File: src/core/sarc_cfg.svh
`ifndef SARC_CFG_SVH
`define SARC_CFG_SVH

// ------------------------------------------------------------
// register offsets
// ------------------------------------------------------------
`define SARC_CSR_ADDR 8'h34
`define SARC_RHI_ADDR 8'h35
`define SARC_RLO_ADDR 8'h36

// ------------------------------------------------------------
// field positions
// ------------------------------------------------------------
`define SARC_DONE_BIT  7
`define SARC_SPEED_BIT 6
`define SARC_PWR_BIT   5
`define SARC_TRIM_BIT  4
`define SARC_SLOW_BIT  3
`define SARC_GAIN_BIT  2

// ------------------------------------------------------------
// reset values and codes
// ------------------------------------------------------------
`define SARC_CSR_RST  8'h00
`define SARC_RLO_RST  8'h00
`define SARC_RES_RST  10'h000
`define SARC_CHAN_MAX 3'h6
`define SARC_RES_MSB  10'h200

// ------------------------------------------------------------
// timing counts, in core_clk cycles or converter ticks
// ------------------------------------------------------------
`define SARC_SAMPLE_TICKS 3'h4
`define SARC_BIT_TICKS    2'h3
`define SARC_STAB_CYCLES  6'h20

`endif

File: src/core/sarc_pkg.sv
package sarc_pkg;

    // converter sequencing states, one-hot
    typedef enum logic [3:0] {
        SARC_IDLE   = 4'h1,
        SARC_STAB   = 4'h2,
        SARC_SAMPLE = 4'h4,
        SARC_CONV   = 4'h8
    } sarc_state_type;

    // register port request from the cpu side
    typedef struct packed {
        logic [7:0] addr;
        logic [7:0] wdata;
        logic       wr;
        logic       rd;
    } sarc_bus_type;

    // controls toward the analog front end
    typedef struct packed {
        logic       conv_power;
        logic       amp_power;
        logic       amp_insert;
        logic       amp_zero;
        logic       route_en;
        logic [2:0] channel;
        logic       sample;
    } sarc_ana_type;

endpackage : sarc_pkg

File: src/core/sarc_sar_step.sv
`timescale 1ns/10ps
`include "sarc_cfg.svh"

module sarc_sar_step
    import sarc_pkg::*;
(
    // clock and reset
    input  wire logic       core_clk,
    input  wire logic       rst_core_n,
    // sequencing
    input  wire logic       start,
    input  wire logic       abort,
    input  wire logic       step,
    input  wire logic       cmp_hi,
    // results
    output logic [9:0]      trial_r,
    output logic [9:0]      result_r,
    output logic            done_r
);

    logic [9:0] mask_r;
    logic [9:0] keep;

    // keep the trial bit when the input sits above the trial level
    assign keep = cmp_hi ? (trial_r) : (trial_r & ~mask_r);

    // ------------------------------------------------------------
    // binary search, msb first
    // ------------------------------------------------------------
    // monotonic by construction: each kept bit only raises the code
    always_ff @(posedge core_clk or negedge rst_core_n) begin
        if (!rst_core_n) begin
            mask_r  <= 10'h000;
            trial_r <= 10'h000;
        end else if (abort) begin
            mask_r  <= 10'h000;
        end else if (start) begin
            mask_r  <= `SARC_RES_MSB;
            trial_r <= `SARC_RES_MSB;
        end else if (step && (mask_r != 10'h000)) begin
            mask_r  <= mask_r >> 1;
            trial_r <= keep | (mask_r >> 1);
        end
    end

    // above the top: all ones; below the bottom: zero
    always_ff @(posedge core_clk or negedge rst_core_n) begin
        if (!rst_core_n) begin
            done_r   <= 1'b0;
            result_r <= `SARC_RES_RST;
        end else begin
            done_r <= 1'b0;
            if (!abort && step && mask_r[0]) begin
                done_r   <= 1'b1;
                result_r <= keep;
            end
        end
    end
endmodule : sarc_sar_step

File: src/core/sarc_top.sv
// Behaviour
// - power-on bit set starts continuous conversion of the selected channel
// - each finished conversion loads both result registers and sets done
// - reading result high or writing control/status clears done
// - channel change aborts conversion, clears done, restarts on new input
// - channel code n routes analog input n, codes zero to six
// - result bits 9:2 in high register, bits 1:0 in low register
// - input above high reference gives all ones, no overflow flag
// - input below low reference gives zero in both registers
// - converter clock: cpu/2, cpu when speed, cpu/4 when slow
// - power-on bit switches converter and amplifier on and off together
// - gain select inserts the x8 amplifier in the input path
// - offset trim ties the amplifier input to 0 V
// - low register bits 7:5 read zero; software keeps csr 4:3 clear
// - wait leaves converter alone; halt disables it, then stabilise
// - control/status resets to zero
// - gain select needs no extra amplifier start-up delay
// - conversion codes are monotonic with the input
`timescale 1ns/10ps
`include "sarc_cfg.svh"

module sarc_top
    import sarc_pkg::*;
(
    // clock and reset
    input  wire logic         core_clk,
    input  wire logic         rst_n,
    // register port
    input  wire sarc_bus_type bus_req,
    output logic [7:0]        rd_data,
    // power management
    input  wire logic         halt_req,
    // analog front end
    input  wire logic         cmp_above,
    output sarc_ana_type      ana_ctrl,
    output logic [9:0]        dac_code
);

    // ------------------------------------------------------------
    // reset release
    // ------------------------------------------------------------
    logic rst_s1_r;
    logic rst_core_n;
    // assert at once, release two edges later
    always_ff @(posedge core_clk or negedge rst_n) begin
        if (!rst_n) begin
            rst_s1_r   <= 1'b0;
            rst_core_n <= 1'b0;
        end else begin
            rst_s1_r   <= 1'b1;
            rst_core_n <= rst_s1_r;
        end
    end

    // ------------------------------------------------------------
    // comparator synchroniser
    // ------------------------------------------------------------
    logic cmp_s1_r;
    logic cmp_s2_r;
    // the comparator is asynchronous to core_clk
    always_ff @(posedge core_clk or negedge rst_core_n) begin
        if (!rst_core_n) begin
            cmp_s1_r <= 1'b0;
            cmp_s2_r <= 1'b0;
        end else begin
            cmp_s1_r <= cmp_above;
            cmp_s2_r <= cmp_s1_r;
        end
    end

    // ------------------------------------------------------------
    // register port decode
    // ------------------------------------------------------------
    function automatic logic hit(input logic [7:0] a,
                                 input logic [7:0] off);
        hit = (a == off);
    endfunction : hit
    logic wr_csr;
    logic wr_rlo;
    logic rd_rhi;
    assign wr_csr = bus_req.wr && hit(bus_req.addr, `SARC_CSR_ADDR);
    assign wr_rlo = bus_req.wr && hit(bus_req.addr, `SARC_RLO_ADDR);
    assign rd_rhi = bus_req.rd && hit(bus_req.addr, `SARC_RHI_ADDR);

    // ------------------------------------------------------------
    // control registers
    // ------------------------------------------------------------
    logic       speed_r;
    logic       pwr_on_r;
    logic [2:0] chan_r;
    logic       trim_r;
    logic       slow_r;
    logic       gain_r;
    // csr writes; bits 4:3 are not stored and read as zero
    always_ff @(posedge core_clk or negedge rst_core_n) begin
        if (!rst_core_n) begin
            speed_r  <= 1'(`SARC_CSR_RST >> `SARC_SPEED_BIT);
            pwr_on_r <= 1'(`SARC_CSR_RST >> `SARC_PWR_BIT);
            chan_r   <= 3'(`SARC_CSR_RST);
        end else if (wr_csr) begin
            speed_r  <= bus_req.wdata[`SARC_SPEED_BIT];
            pwr_on_r <= bus_req.wdata[`SARC_PWR_BIT];
            chan_r   <= bus_req.wdata[2:0];
        end
    end
    // low register control bits; result bits there are read only
    always_ff @(posedge core_clk or negedge rst_core_n) begin
        if (!rst_core_n) begin
            trim_r <= 1'b0;
            slow_r <= 1'b0;
            gain_r <= 1'b0;
        end else if (wr_rlo) begin
            trim_r <= bus_req.wdata[`SARC_TRIM_BIT];
            slow_r <= bus_req.wdata[`SARC_SLOW_BIT];
            gain_r <= bus_req.wdata[`SARC_GAIN_BIT];
        end
    end

    // ------------------------------------------------------------
    // converter clock divider
    // ------------------------------------------------------------
    logic [1:0] div_r;
    logic       adc_tick;
    always_ff @(posedge core_clk or negedge rst_core_n) begin
        if (!rst_core_n) begin
            div_r <= 2'h0;
        end else begin
            div_r <= div_r + 2'h1;
        end
    end
    // free-running divider: a setting change takes effect within 4 cycles
    assign adc_tick = slow_r  ? (div_r == 2'h3) :
                      speed_r ? 1'b1 : div_r[0];

    // ------------------------------------------------------------
    // sequencing
    // ------------------------------------------------------------
    sarc_state_type state_r;
    logic           active;
    logic           chan_chg;
    logic           running;
    logic [5:0]     stab_r;
    logic [2:0]     smp_r;
    logic [1:0]     bit_r;
    logic           sar_start;
    logic           sar_step;
    logic           sar_abort;
    logic           sar_done;
    logic [9:0]     sar_result;
    // wait mode has no port here: only halt and the power-on bit gate the converter
    assign active  = pwr_on_r && !halt_req;
    assign running = (state_r == SARC_SAMPLE) || (state_r == SARC_CONV);
    // a new code in the channel field restarts the conversion
    assign chan_chg = wr_csr && (bus_req.wdata[2:0] != chan_r);
    assign sar_start = (state_r == SARC_SAMPLE) && adc_tick &&
                       (smp_r == `SARC_SAMPLE_TICKS - 3'h1) && !chan_chg;
    assign sar_step  = (state_r == SARC_CONV) && adc_tick &&
                       (bit_r == `SARC_BIT_TICKS - 2'h1);
    assign sar_abort = !active || chan_chg;
    // state register
    always_ff @(posedge core_clk or negedge rst_core_n) begin
        if (!rst_core_n) begin
            state_r <= SARC_IDLE;
        end else begin
            case (state_r)
                SARC_IDLE: begin
                    if (active) begin
                        state_r <= SARC_STAB;
                    end
                end
                SARC_STAB: begin
                    if (!active) begin
                        state_r <= SARC_IDLE;
                    end else if (stab_r == `SARC_STAB_CYCLES) begin
                        state_r <= SARC_SAMPLE;
                    end
                end
                SARC_SAMPLE: begin
                    if (!active) begin
                        state_r <= SARC_IDLE;
                    end else if (sar_start) begin
                        state_r <= SARC_CONV;
                    end
                end
                SARC_CONV: begin
                    if (!active) begin
                        state_r <= SARC_IDLE;
                    end else if (chan_chg || sar_done) begin
                        state_r <= SARC_SAMPLE;
                    end
                end
                default: begin
                    state_r <= SARC_IDLE;
                end
            endcase
        end
    end

    // stabilisation count after power-up or wake from halt
    always_ff @(posedge core_clk or negedge rst_core_n) begin
        if (!rst_core_n) begin
            stab_r <= 6'h00;
        end else if (state_r != SARC_STAB) begin
            stab_r <= 6'h00;
        end else if (stab_r != `SARC_STAB_CYCLES) begin
            stab_r <= stab_r + 6'h01;
        end
    end

    // sample window and per-bit settle counts, in converter ticks
    always_ff @(posedge core_clk or negedge rst_core_n) begin
        if (!rst_core_n) begin
            smp_r <= 3'h0;
        end else if ((state_r != SARC_SAMPLE) || chan_chg) begin
            smp_r <= 3'h0;
        end else if (adc_tick) begin
            smp_r <= smp_r + 3'h1;
        end
    end

    // three ticks cover the dac output flop and the two sync stages
    always_ff @(posedge core_clk or negedge rst_core_n) begin
        if (!rst_core_n) begin
            bit_r <= 2'h0;
        end else if ((state_r != SARC_CONV) || sar_step) begin
            bit_r <= 2'h0;
        end else if (adc_tick) begin
            bit_r <= bit_r + 2'h1;
        end
    end

    sarc_sar_step u_sar (
        .core_clk   (core_clk),
        .rst_core_n (rst_core_n),
        .start      (sar_start),
        .abort      (sar_abort),
        .step       (sar_step),
        .cmp_hi     (cmp_s2_r),
        .trial_r    (dac_code),
        .result_r   (sar_result),
        .done_r     (sar_done)
    );

    // ------------------------------------------------------------
    // result and done flag
    // ------------------------------------------------------------
    logic [9:0] result_r;
    logic       done_r;
    // one load for both halves; nothing holds them between a low read and a high read
    always_ff @(posedge core_clk or negedge rst_core_n) begin
        if (!rst_core_n) begin
            result_r <= `SARC_RES_RST;
        end else if (sar_done) begin
            result_r <= sar_result;
        end
    end
    // a completion in the clearing cycle wins, so no result is missed
    always_ff @(posedge core_clk or negedge rst_core_n) begin
        if (!rst_core_n) begin
            done_r <= 1'b0;
        end else if (sar_done) begin
            done_r <= 1'b1;
        end else if (rd_rhi || wr_csr) begin
            done_r <= 1'b0;
        end
    end

    // ------------------------------------------------------------
    // read data, valid only in the cycle after the strobe
    // ------------------------------------------------------------
    always_ff @(posedge core_clk or negedge rst_core_n) begin
        if (!rst_core_n) begin
            rd_data <= 8'h00;
        end else if (!bus_req.rd) begin
            rd_data <= 8'h00;
        end else begin
            case (bus_req.addr)
                `SARC_CSR_ADDR: begin
                    rd_data <= {done_r, speed_r, pwr_on_r, 2'b00, chan_r};
                end
                `SARC_RHI_ADDR: begin
                    rd_data <= result_r[9:2];
                end
                `SARC_RLO_ADDR: begin
                    rd_data <= {3'b000, trim_r, slow_r, gain_r,
                                result_r[1:0]};
                end
                default: begin
                    rd_data <= 8'h00;
                end
            endcase
        end
    end

    // ------------------------------------------------------------
    // analog front-end controls
    // ------------------------------------------------------------
    // gain change never restarts anything: the amp is already up
    always_ff @(posedge core_clk or negedge rst_core_n) begin
        if (!rst_core_n) begin
            ana_ctrl <= '0;
        end else begin
            ana_ctrl.conv_power <= active;
            ana_ctrl.amp_power  <= active;
            ana_ctrl.amp_insert <= gain_r;
            ana_ctrl.amp_zero   <= trim_r;
            ana_ctrl.route_en   <= active && (chan_r <= `SARC_CHAN_MAX);
            ana_ctrl.channel    <= chan_r;
            ana_ctrl.sample     <= (state_r == SARC_SAMPLE);
        end
    end
endmodule : sarc_top

File: config.mk
export PLATFORM = sky130hd
export DESIGN_NAME = sarc_top
export DESIGN_NICKNAME = d
export VERILOG_FILES = /design/src/core/sarc_pkg.sv /design/src/core/sarc_sar_step.sv /design/src/core/sarc_top.sv
export VERILOG_INCLUDE_DIRS = /design/src /design/src/core
export SDC_FILE = /design/constraint.sdc
export NUM_CORES = 1
export LEC_CHECK = 0
export BUFFER_PORTS_ARGS = -buffer_cell sky130_fd_sc_hd__buf_2
export CAP_MARGIN = 5
export CORE_ASPECT_RATIO = 1.2
export CORE_MARGIN = 3
export CORE_UTILIZATION = 30
export CTS_BUF_LIST = sky130_fd_sc_hd__clkbuf_8
export DETAILED_ROUTE_END_ITERATION = 8
export GPL_ROUTABILITY_DRIVEN = 0
export PLACE_DENSITY = 0.59
export SYNTH_ARGS = -nofsm -noshare
export SYNTH_HDL_FRONTEND = slang
export SYNTH_SLANG_ARGS = --single-unit
File: constraint.sdc
create_clock -name core_clk -period 3.3 [get_ports core_clk]
set_input_delay 0.165 -clock core_clk [delete_from_list [all_inputs] [get_ports core_clk]]
set_output_delay 0.165 -clock core_clk [all_outputs]
set_load 0.01 [all_outputs]
==> results of run 1 <==
==> worst max path at each step <==
| stage | from | endpoint | cells past startpoint |
|---|---|---|---|
| CTS | chan_r[0] | u_sar.result_r[4] | 5 |
| global route | state_r[3] | u_sar.result_r[4] | 4 |
| detailed placement | state_r[1] | u_sar.result_r[4] | 4 |
| finish | state_r[3] | u_sar.result_r[4] | 4 |
| floorplan | rst_core_n | ana_ctrl[0] | 0 |
| global placement | state_r[1] | u_sar.result_r[4] | 4 |
==> stage by stage <==
| stage | hold slack (ns) | area, um^2 | cells | power (mW) | util |
|---|---|---|---|---|---|
| 6_report | 0.0340 | 4460 | 555 | 1.91 | 0.360 |
| 5_1_grt | 0.0243 | 4460 | 555 | 2.00 | 0.360 |
| 3_3_place_gp | -0.0500 | 4250 | 537 | 1.19 | 0.343 |
| 4_1_cts | 0.0180 | 4460 | 555 | 1.94 | 0.360 |
| 2_1_floorplan | -0.131 | 3890 | 341 | 1.16 | - |
| 3_5_place_dp | -0.0467 | 4250 | 537 | 1.19 | 0.343 |
==> cells in the mapped netlist, types with 2 or more instances <==
master	instances
and2_1	2
or2_2	2
mux2i_1	16
o211ai_1	2
buf_6	3
o21ai_1	2
a21o_1	2
nand2_1	17
mux2_2	19
nor2b_1	2
nor2_1	30
o21ai_0	24
nand3_1	6
a22oi_1	2
clkbuf_1	2
nor4_1	2
nand4b_1	2
buf_2	4
a31oi_1	2
dfrtp_1	86
xor2_1	6
a21boi_0	2
nor3_1	7
ha_1	6
inv_1	25
a21oi_1	24
nand2b_1	4
buf_4	3
nand3_2	2
and3_1	4
xnor2_1	4
==> what timing repair did <==
| action | 4_1_cts | 5_1_grt |
|---|---|---|
| hold endpoints to repair | 3 | 0 |
| endpoints found under the setup margin | 0 | 0 |
| hold buffers | 2 | 0 |
| resized for setup | 0 | 0 |
==> power breakdown <==
part           internal [mW]  leakage (nW)  switching, mW
sequential              1.08          1.16         0.0289
clock                  0.351        0.0956          0.390
combinational         0.0300         0.780         0.0364
==> cell families after synthesis <==
logic type	Yosys count	synth area share
mux	36	0.0991
simple gates	93	0.139
flops	87	0.560
xor+xnor	10	0.0225
other cells	1	0.000965
buf+inv	39	0.0476
fa+ha+maj	6	0.0193
compound gates	69	0.111
==> registers in the layout (all words and copies together), names as in the netlist, 2 cells and up <==
signal and cells:
ana_ctrl 8, bit_r 2, chan_r 3, div_r 2, rd_data 8, result_r 10, smp_r 3, stab_r 6
state_r 4, u_sar.mask_r 10, u_sar.result_r 10, u_sar.trial_r 10
==> worst register-to-register path, stage by stage (launching register included) <==
cell	delay, ns
dfrtp_1	0.54
nor4b_4	0.34
nand4_4	0.28
nor3_2	0.77
mux2_2	0.41
==> layer usage <==
layer	vias to the layer above	wire, um
met5	-	0
met4	0	174
li1	1276	-
met3	14	449
met2	59	3610
met1	1229	3310
==> layout make-up <==
class                      count  area (um^2)
clock inverter                 7         72.6
inverter                      26         97.6
clock buffer                   9          124
fill                        1228         7920
sequential                    87         2180
timing repair buffer          50          263
tap                          161          201
multi-input combinational    215         1520
==> results.json, run 1 <==
{
  "status": "finished clean",
  "dieHeight_um": 131,
  "crit_slowest_cell": "nor3_2",
  "use_met2": 0.184,
  "final_common_cell": "dfrtp_1",
  "track_usage": 0.111,
  "start_kind": "flop",
  "slew_violations": 0,
  "num_rows": 44,
  "grt-ovfl-total": 0,
  "synthTopCellsByArea": "dfrtp_1, mux2_2, mux2i_1",
  "rsz0062_at_grt": "no",
  "maxCapViolCount": 0,
  "synth_top_cell_by_area": "dfrtp_1",
  "critPathKind": "reg2reg",
  "drc": 0,
  "grt-busiest-layer": "met2",
  "ys_seq_area_frac": 0.560,
  "synth_area_per_cell_um2": 11.4,
  "root_buffer": "clkbuf_8",
  "worstMarginPinSlew_ns": 1.05,
  "final_nets": 417,
  "path_clk_slew_ns": 0.09,
  "cts_buffers": 9,
  "synthArstFlopShare": 1.00,
  "finalSetupViolations": 0,
  "fmax_ghz": 0.408,
  "r2r_end": "u_sar.result_r[4]",
  "synth.distinct_cells": 58,
  "fin_setup_tns_ns": 0,
  "synth_cells": 341,
  "start_util": 0.314,
  "p_per_area_mw_per_mm2": 428,
  "totalWireLength_um": 7550,
  "io_pins": 49,
  "firstDrtPassIters": 4,
  "grt_util_met3": 0.0314,
  "placement.io_buffers": 47,
  "cpPeakStageDelay_ns": 0.77,
  "period_minus_slack_ns": 2.45,
  "drtIter0Drc": 248,
  "via_per_inst": 4.65,
  "dpl.hpwl_um": 5480,
  "synth_ff_type": "dfrtp_1",
  "hold_depth": 2,
  "worstPathArrival_ns": 2.70,
  "die_w_um": 110,
  "pre_cts_ws_ns": 0.814,
  "vdd_drop_max_mv": 0.150,
  "vias": 2578,
  "endpoint_kind": "flop",
  "cts.sinks": 87,
  "crit_chain": "nor4b_4 -> nand4_4 -> nor3_2 -> mux2_2",
  "min_from": "bus_req[5]",
  "cts_max_path_buffers": 2,
  "wl_per_cell_um": 13.6,
  "n_antenna_cell": 0,
  "path_buf_inv": 0,
  "cts_tree": "done",
  "drive_gt1_frac": 0.256,
  "synth_area_mm2": 0.00389,
  "antenna_found_initial": 0,
  "worstHoldPathType": "in2reg",
  "ys_warn_count": 0,
  "grt_use_met1": 0.133,
  "grt_max_degree": 86,
  "min_to": "slow_r",
  "cp_top_family": "simple AND/OR/NAND/NOR gates",
  "syn-num-nets": 369,
  "dieArea_mm2": 0.0144,
  "finClkSkew_ns": 0.00756,
  "fin_ws_ns": 0.847,
  "grt_first_pass_wirelength_um": 12400,
  "p_leak_nw": 2.03,
  "synth_edf_count": 0,
  "cts_max_level": 3,
  "slew_headroom": 0.299,
  "grt_pass1_vias": 2483,
  "period_share": 0.743,
  "crit_required_ns": 3.55,
  "hold_viol_final": 0,
  "yosysTopAreaCellShare": 0.554,
  "worstPathMaxFanout": 15,
  "r2r_setup_slack_ns": 0.85,
  "ant_nets": 0,
  "reg2regPathDepth": 4,
  "core_area_mm2": 0.0124,
  "r2r-start": "state_r[3]",
  "ys_seq_elements": 87,
  "cts_setup_buffers": 0,
  "clkLatencyLatePin_ns": 0.36,
  "syn2layout_area_growth_pct": 14.8,
  "layout_common_cells": "dfrtp_1, buf_2, nor2_1"
}
No activity file was read; power rests on OpenSTA's default activity.
==> inputs of run 2 (changes only) <==
--- a/config.mk
+++ b/config.mk
@@ -14,7 +14,7 @@
 export CTS_BUF_LIST = sky130_fd_sc_hd__clkbuf_8
 export DETAILED_ROUTE_END_ITERATION = 8
 export GPL_ROUTABILITY_DRIVEN = 0
-export PLACE_DENSITY = 0.59
+export PLACE_DENSITY = 0.6
 export SYNTH_ARGS = -nofsm -noshare
 export SYNTH_HDL_FRONTEND = slang
 export SYNTH_SLANG_ARGS = --single-unit
==> constraint.sdc (replaced) <==
create_clock -name core_clk -period 2.2 [get_ports core_clk]
set_input_delay 0.11 -clock core_clk [delete_from_list [all_inputs] [get_ports core_clk]]
set_output_delay 0.11 -clock core_clk [all_outputs]
set_load 0.01 [all_outputs]
==> results.json, run 2 (synthesis results as in run 1) <==
{
  "layout_common_cells": "dfrtp_1, buf_2, nor2_1",
  "hold_buffers": 8,
  "finClkSkew_ns": 0.0121,
  "final_common_cell": "dfrtp_1",
  "grt_max_degree": 48,
  "ff_latch_area_mm2": 0.00218,
  "worstPathArrival_ns": 2.17,
  "worstMarginPinSlew_ns": 0.623,
  "rsz0062_at_grt": "no",
  "hold_viol_final": 0,
  "ant_nets": 0,
  "cts_max_level": 3,
  "antenna_found_initial": 0,
  "period_share": 0.872,
  "multi_input_area_mm2": 0.00152,
  "start_kind": "flop",
  "n_antenna_cell": 0,
  "num_rows": 44,
  "endpoint_kind": "flop",
  "power_mw": 2.84,
  "path_clk_slew_ns": 0.09,
  "placement.io_buffers": 47,
  "dieHeight_um": 131,
  "cts.sinks": 87,
  "r2r-start": "state_r[1]",
  "reg2regPathDepth": 5,
  "grt-ovfl-total": 0,
  "cts_tree": "done",
  "grt_pass1_vias": 2664,
  "firstDrtPassIters": 4,
  "pre_cts_ws_ns": 0.243,
  "r2r_setup_slack_ns": 0.28,
  "syn2layout_area_growth_pct": 17.9,
  "fill_cells": 1202,
  "worstPathMaxFanout": 10,
  "cts_buffers": 9,
  "grt_first_pass_wirelength_um": 13200,
  "cts.repair.resized": 0,
  "core_area_mm2": 0.0124,
  "cts_setup_buffers": 0,
  "vias": 2666,
  "crit_required_ns": 2.45,
  "finalSetupViolations": 0,
  "critPathKind": "reg2reg",
  "io_pins": 49,
  "dieArea_mm2": 0.0144,
  "fmax_ghz": 0.521,
  "die_w_um": 110,
  "p_leak_nw": 2.10,
  "final_nets": 431,
  "totalWireLength_um": 8020,
  "track_usage": 0.118,
  "drc": 0,
  "dpl.hpwl_um": 5890,
  "wl_per_cell_um": 14.1,
  "fin_ws_ns": 0.282,
  "p_per_area_mw_per_mm2": 619,
  "period_minus_slack_ns": 1.92,
  "fin_setup_tns_ns": 0,
  "root_buffer": "clkbuf_8",
  "start_util": 0.314,
  "slew_violations": 0,
  "placed_cell_area_mm2": 0.00432,
  "critPathLaunch": "state_r[1]",
  "status": "finished clean",
  "drtIter0Drc": 166,
  "drive_gt1_frac": 0.267,
  "maxCapViolCount": 0,
  "crit_end": "u_sar.trial_r[9]",
  "worstHoldPathType": "in2reg",
  "vdd_drop_max_mv": 0.263,
  "clkLatencyLatePin_ns": 0.37,
  "r2r_end": "u_sar.trial_r[9]",
  "slew_headroom": 0.584,
  "design_area_mm2": 0.00458,
  "cts_max_path_buffers": 2,
  "via_per_inst": 4.69
}
## run 2: cell count changes in the layout (fill, tap and decap cells not counted), sizes merged
cell / previous run / this run
inv: 27 / 31
clkinvlp: 2 / 1
buf: 48 / 56
dlygate4sd3: 2 / 8
clkinv: 3 / 1
bufinv: 1 / 0
## run 2: layout make-up
class / count / area share
Multi-Input combinational cell: 215 / 0.333
Timing Repair Buffer: 64 / 0.0863
Sequential cell: 87 / 0.476
Inverter: 26 / 0.0213
Clock buffer: 9 / 0.0270
Tap cell: 161 / 0.0440
Clock inverter: 7 / 0.0128
## run 2: critical path, stage by stage, from the launching register on
cell and delay (ns):
dfrtp_1 0.51, nor4b_4 0.38, nand4_4 0.21, a41oi_4 0.25, nand3_2 0.13, a221o_1 0.32
## run 2: layer usage
layer,vias up,global-route usage,routed length (um),part of all wire
li1,1296,-,-,-
met1,1294,0.149,3540,0.44
met2,64,0.190,3850,0.48
met3,12,0.0275,458,0.057
met4,0,0.0572,166,0.021
met5,-,0,0,0
## run 2: metrics by stage
stage                     std cells  hold WS [ns]  utilization
final                           569        0.0220        0.370
after global routing            569       0.00829        0.370
after CTS                       569       0.00434        0.370
after detailed placement        545        -0.102        0.349
after global placement          545        -0.105        0.349
after floorplan                 341        -0.186            -
## run 2: how the worst min path moves through the flow
stage / start / endpoint / depth (start not counted)
2_1_floorplan: rst_n / rst_core_n / 0
3_3_place_gp: rst_n / rst_s1_r / 1
3_5_place_dp: rst_n / rst_s1_r / 1
4_1_cts: bus_req[4] / chan_r[2] / 2
5_1_grt: bus_req[4] / chan_r[2] / 2
6_report: bus_req[4] / chan_r[2] / 2
## run 2: power breakdown
part	leakage, nW	internal, mW	switching, mW
sequential	1.16	1.62	0.0314
clock	0.0929	0.432	0.634
combinational	0.849	0.0572	0.0689
==> inputs of run 3 (changes only) <==
--- a/config.mk
+++ b/config.mk
@@ -10,11 +10,11 @@
 export CAP_MARGIN = 5
 export CORE_ASPECT_RATIO = 1.2
 export CORE_MARGIN = 3
-export CORE_UTILIZATION = 30
+export CORE_UTILIZATION = 45
 export CTS_BUF_LIST = sky130_fd_sc_hd__clkbuf_8
 export DETAILED_ROUTE_END_ITERATION = 8
 export GPL_ROUTABILITY_DRIVEN = 0
-export PLACE_DENSITY = 0.6
+export PLACE_DENSITY = 0.79
 export SYNTH_ARGS = -nofsm -noshare
 export SYNTH_HDL_FRONTEND = slang
 export SYNTH_SLANG_ARGS = --single-unit
==> results.json, run 3 (synthesis results as in run 1) <==
{
  "status": "finished clean",
  "rsz0062_at_grt": "no",
  "drive_gt1_frac": 0.270,
  "maxCapViolCount": 0,
  "worstMarginPinSlew_ns": 0.587,
  "dr.max_layer_used": "met4",
  "hold_depth": 2,
  "dieHeight_um": 108,
  "p_per_area_mw_per_mm2": 646,
  "n_antenna_cell": 0,
  "multi_input_area_mm2": 0.00152,
  "worstPathArrival_ns": 2.20,
  "die_w_um": 90.8,
  "r2r_setup_slack_ns": 0.28,
  "period_share": 0.871,
  "cts.sinks": 87,
  "dieArea_mm2": 0.00979,
  "grt_pass1_vias": 2715,
  "reg2regPathDepth": 6,
  "fill_cells": 708,
  "clkLatencyLatePin_ns": 0.35,
  "antenna_found_initial": 0,
  "design_area_mm2": 0.00454,
  "ff_latch_area_mm2": 0.00218,
  "track_usage": 0.166,
  "wl_met2_um": 3720,
  "placed_cell_area_mm2": 0.00426,
  "fin_cells": 522,
  "worstHoldPathType": "in2reg",
  "cts_max_level": 3,
  "r2r-start": "chan_r[0]",
  "grt-ovfl-total": 0,
  "grt_first_pass_wirelength_um": 13000,
  "p_leak_nw": 2.11,
  "hold_viol_final": 0,
  "cts_max_path_buffers": 2,
  "slew_headroom": 0.607,
  "syn2layout_area_growth_pct": 16.8,
  "io_pins": 49,
  "critPathKind": "reg2reg",
  "layout_common_cells": "dfrtp_1, buf_2, nor2_1",
  "ant_nets": 0,
  "final_common_cell": "dfrtp_1",
  "min_to": "chan_r[0]",
  "drtIter0Drc": 141,
  "firstDrtPassIters": 4,
  "finClkSkew_ns": 0.00698,
  "drc": 0,
  "wl_per_cell_um": 14.5,
  "root_buffer": "clkbuf_8",
  "min_from": "bus_req[2]",
  "period_minus_slack_ns": 1.92,
  "power_mw": 2.93,
  "cts_buffers": 9,
  "finalSetupViolations": 0,
  "start_util": 0.472,
  "vdd_drop_max_mv": 0.379,
  "route.met3.wl_um": 358,
  "wl_met1_um": 3330,
  "via_per_inst": 5.19,
  "fin_setup_tns_ns": 0,
  "crit_required_ns": 2.48,
  "cts_tree": "done",
  "num_rows": 36,
  "dpl.hpwl_um": 5530,
  "fmax_ghz": 0.522,
  "totalWireLength_um": 7540,
  "placed_cells": 499,
  "vias": 2708,
  "start_kind": "flop",
  "placement.io_buffers": 47,
  "path_clk_slew_ns": 0.09,
  "endpoint_kind": "flop",
  "core_area_mm2": 0.00824,
  "r2r_end": "u_sar.result_r[2]",
  "grt_max_degree": 26,
  "final_nets": 431,
  "worstPathMaxFanout": 9,
  "slew_violations": 0
}
==> run 3: cell count changes in the layout (fill, tap and decap cells not counted), sizes merged <==
cell and delta:
buf +1, inv -1, bufinv +1, dlygate4sd3 -1
==> run 3: metrics by stage <==
stage / hold slack [ns] / utilization / setup slack (ns)
2_1_floorplan: -0.186 / - / 0.405
3_3_place_gp: -0.105 / 0.516 / 0.329
3_5_place_dp: -0.100 / 0.516 / 0.276
4_1_cts: 0.0119 / 0.551 / 0.253
5_1_grt: 0.00744 / 0.551 / 0.0941
6_report: 0.0248 / 0.551 / 0.284
==> run 3: per-layer routing <==
| layer | vias to the layer above | global-route usage |
|---|---|---|
| met5 | - | 0 |
| met4 | 0 | 0.0744 |
| met3 | 11 | 0.0378 |
| met2 | 64 | 0.272 |
| met1 | 1327 | 0.212 |
| li1 | 1306 | - |
==> run 3: how the worst max path moves through the flow <==
stage	start	endpoint	slack [ns]	cells past startpoint
6_report	chan_r[0]	u_sar.result_r[2]	0.28	6
5_1_grt	chan_r[0]	u_sar.result_r[5]	0.09	6
4_1_cts	chan_r[0]	u_sar.result_r[2]	0.25	6
3_5_place_dp	chan_r[0]	u_sar.result_r[2]	0.28	6
3_3_place_gp	chan_r[0]	u_sar.result_r[0]	0.33	6
2_1_floorplan	chan_r[0]	u_sar.result_r[9]	0.40	6
==> run 3: cell type report <==
class,instances,share of cell area
clock buffers,9,0.0273
clock inverters,7,0.0196
inverters,26,0.0215
multi-input cells,215,0.336
flip-flops and latches,87,0.481
well taps,114,0.0314
repair buffers,64,0.0838
==> run 3: repair_timing <==
action	4_1_cts	5_1_grt
hold buffers	7	0
gates resized for setup	0	0
endpoints found under the hold margin	8	0
buffers inserted	0	0
==> run 3: report_power, final <==
group,switching [mW],internal [mW],total [mW],leakage [nW]
Clock,0.609,0.554,1.16,0.106
Combinational,0.0768,0.0549,0.132,0.845
Sequential,0.0236,1.62,1.64,1.16
Total,0.709,2.22,2.93,2.11
==> run 3: critical path: stages, from the launching register on <==
cell	delay, ns
dfrtp_1	0.45
xor2_1	0.21
nor3_4	0.33
o21ai_2	0.14
nor3_2	0.27
buf_4	0.24
mux2i_1	0.20
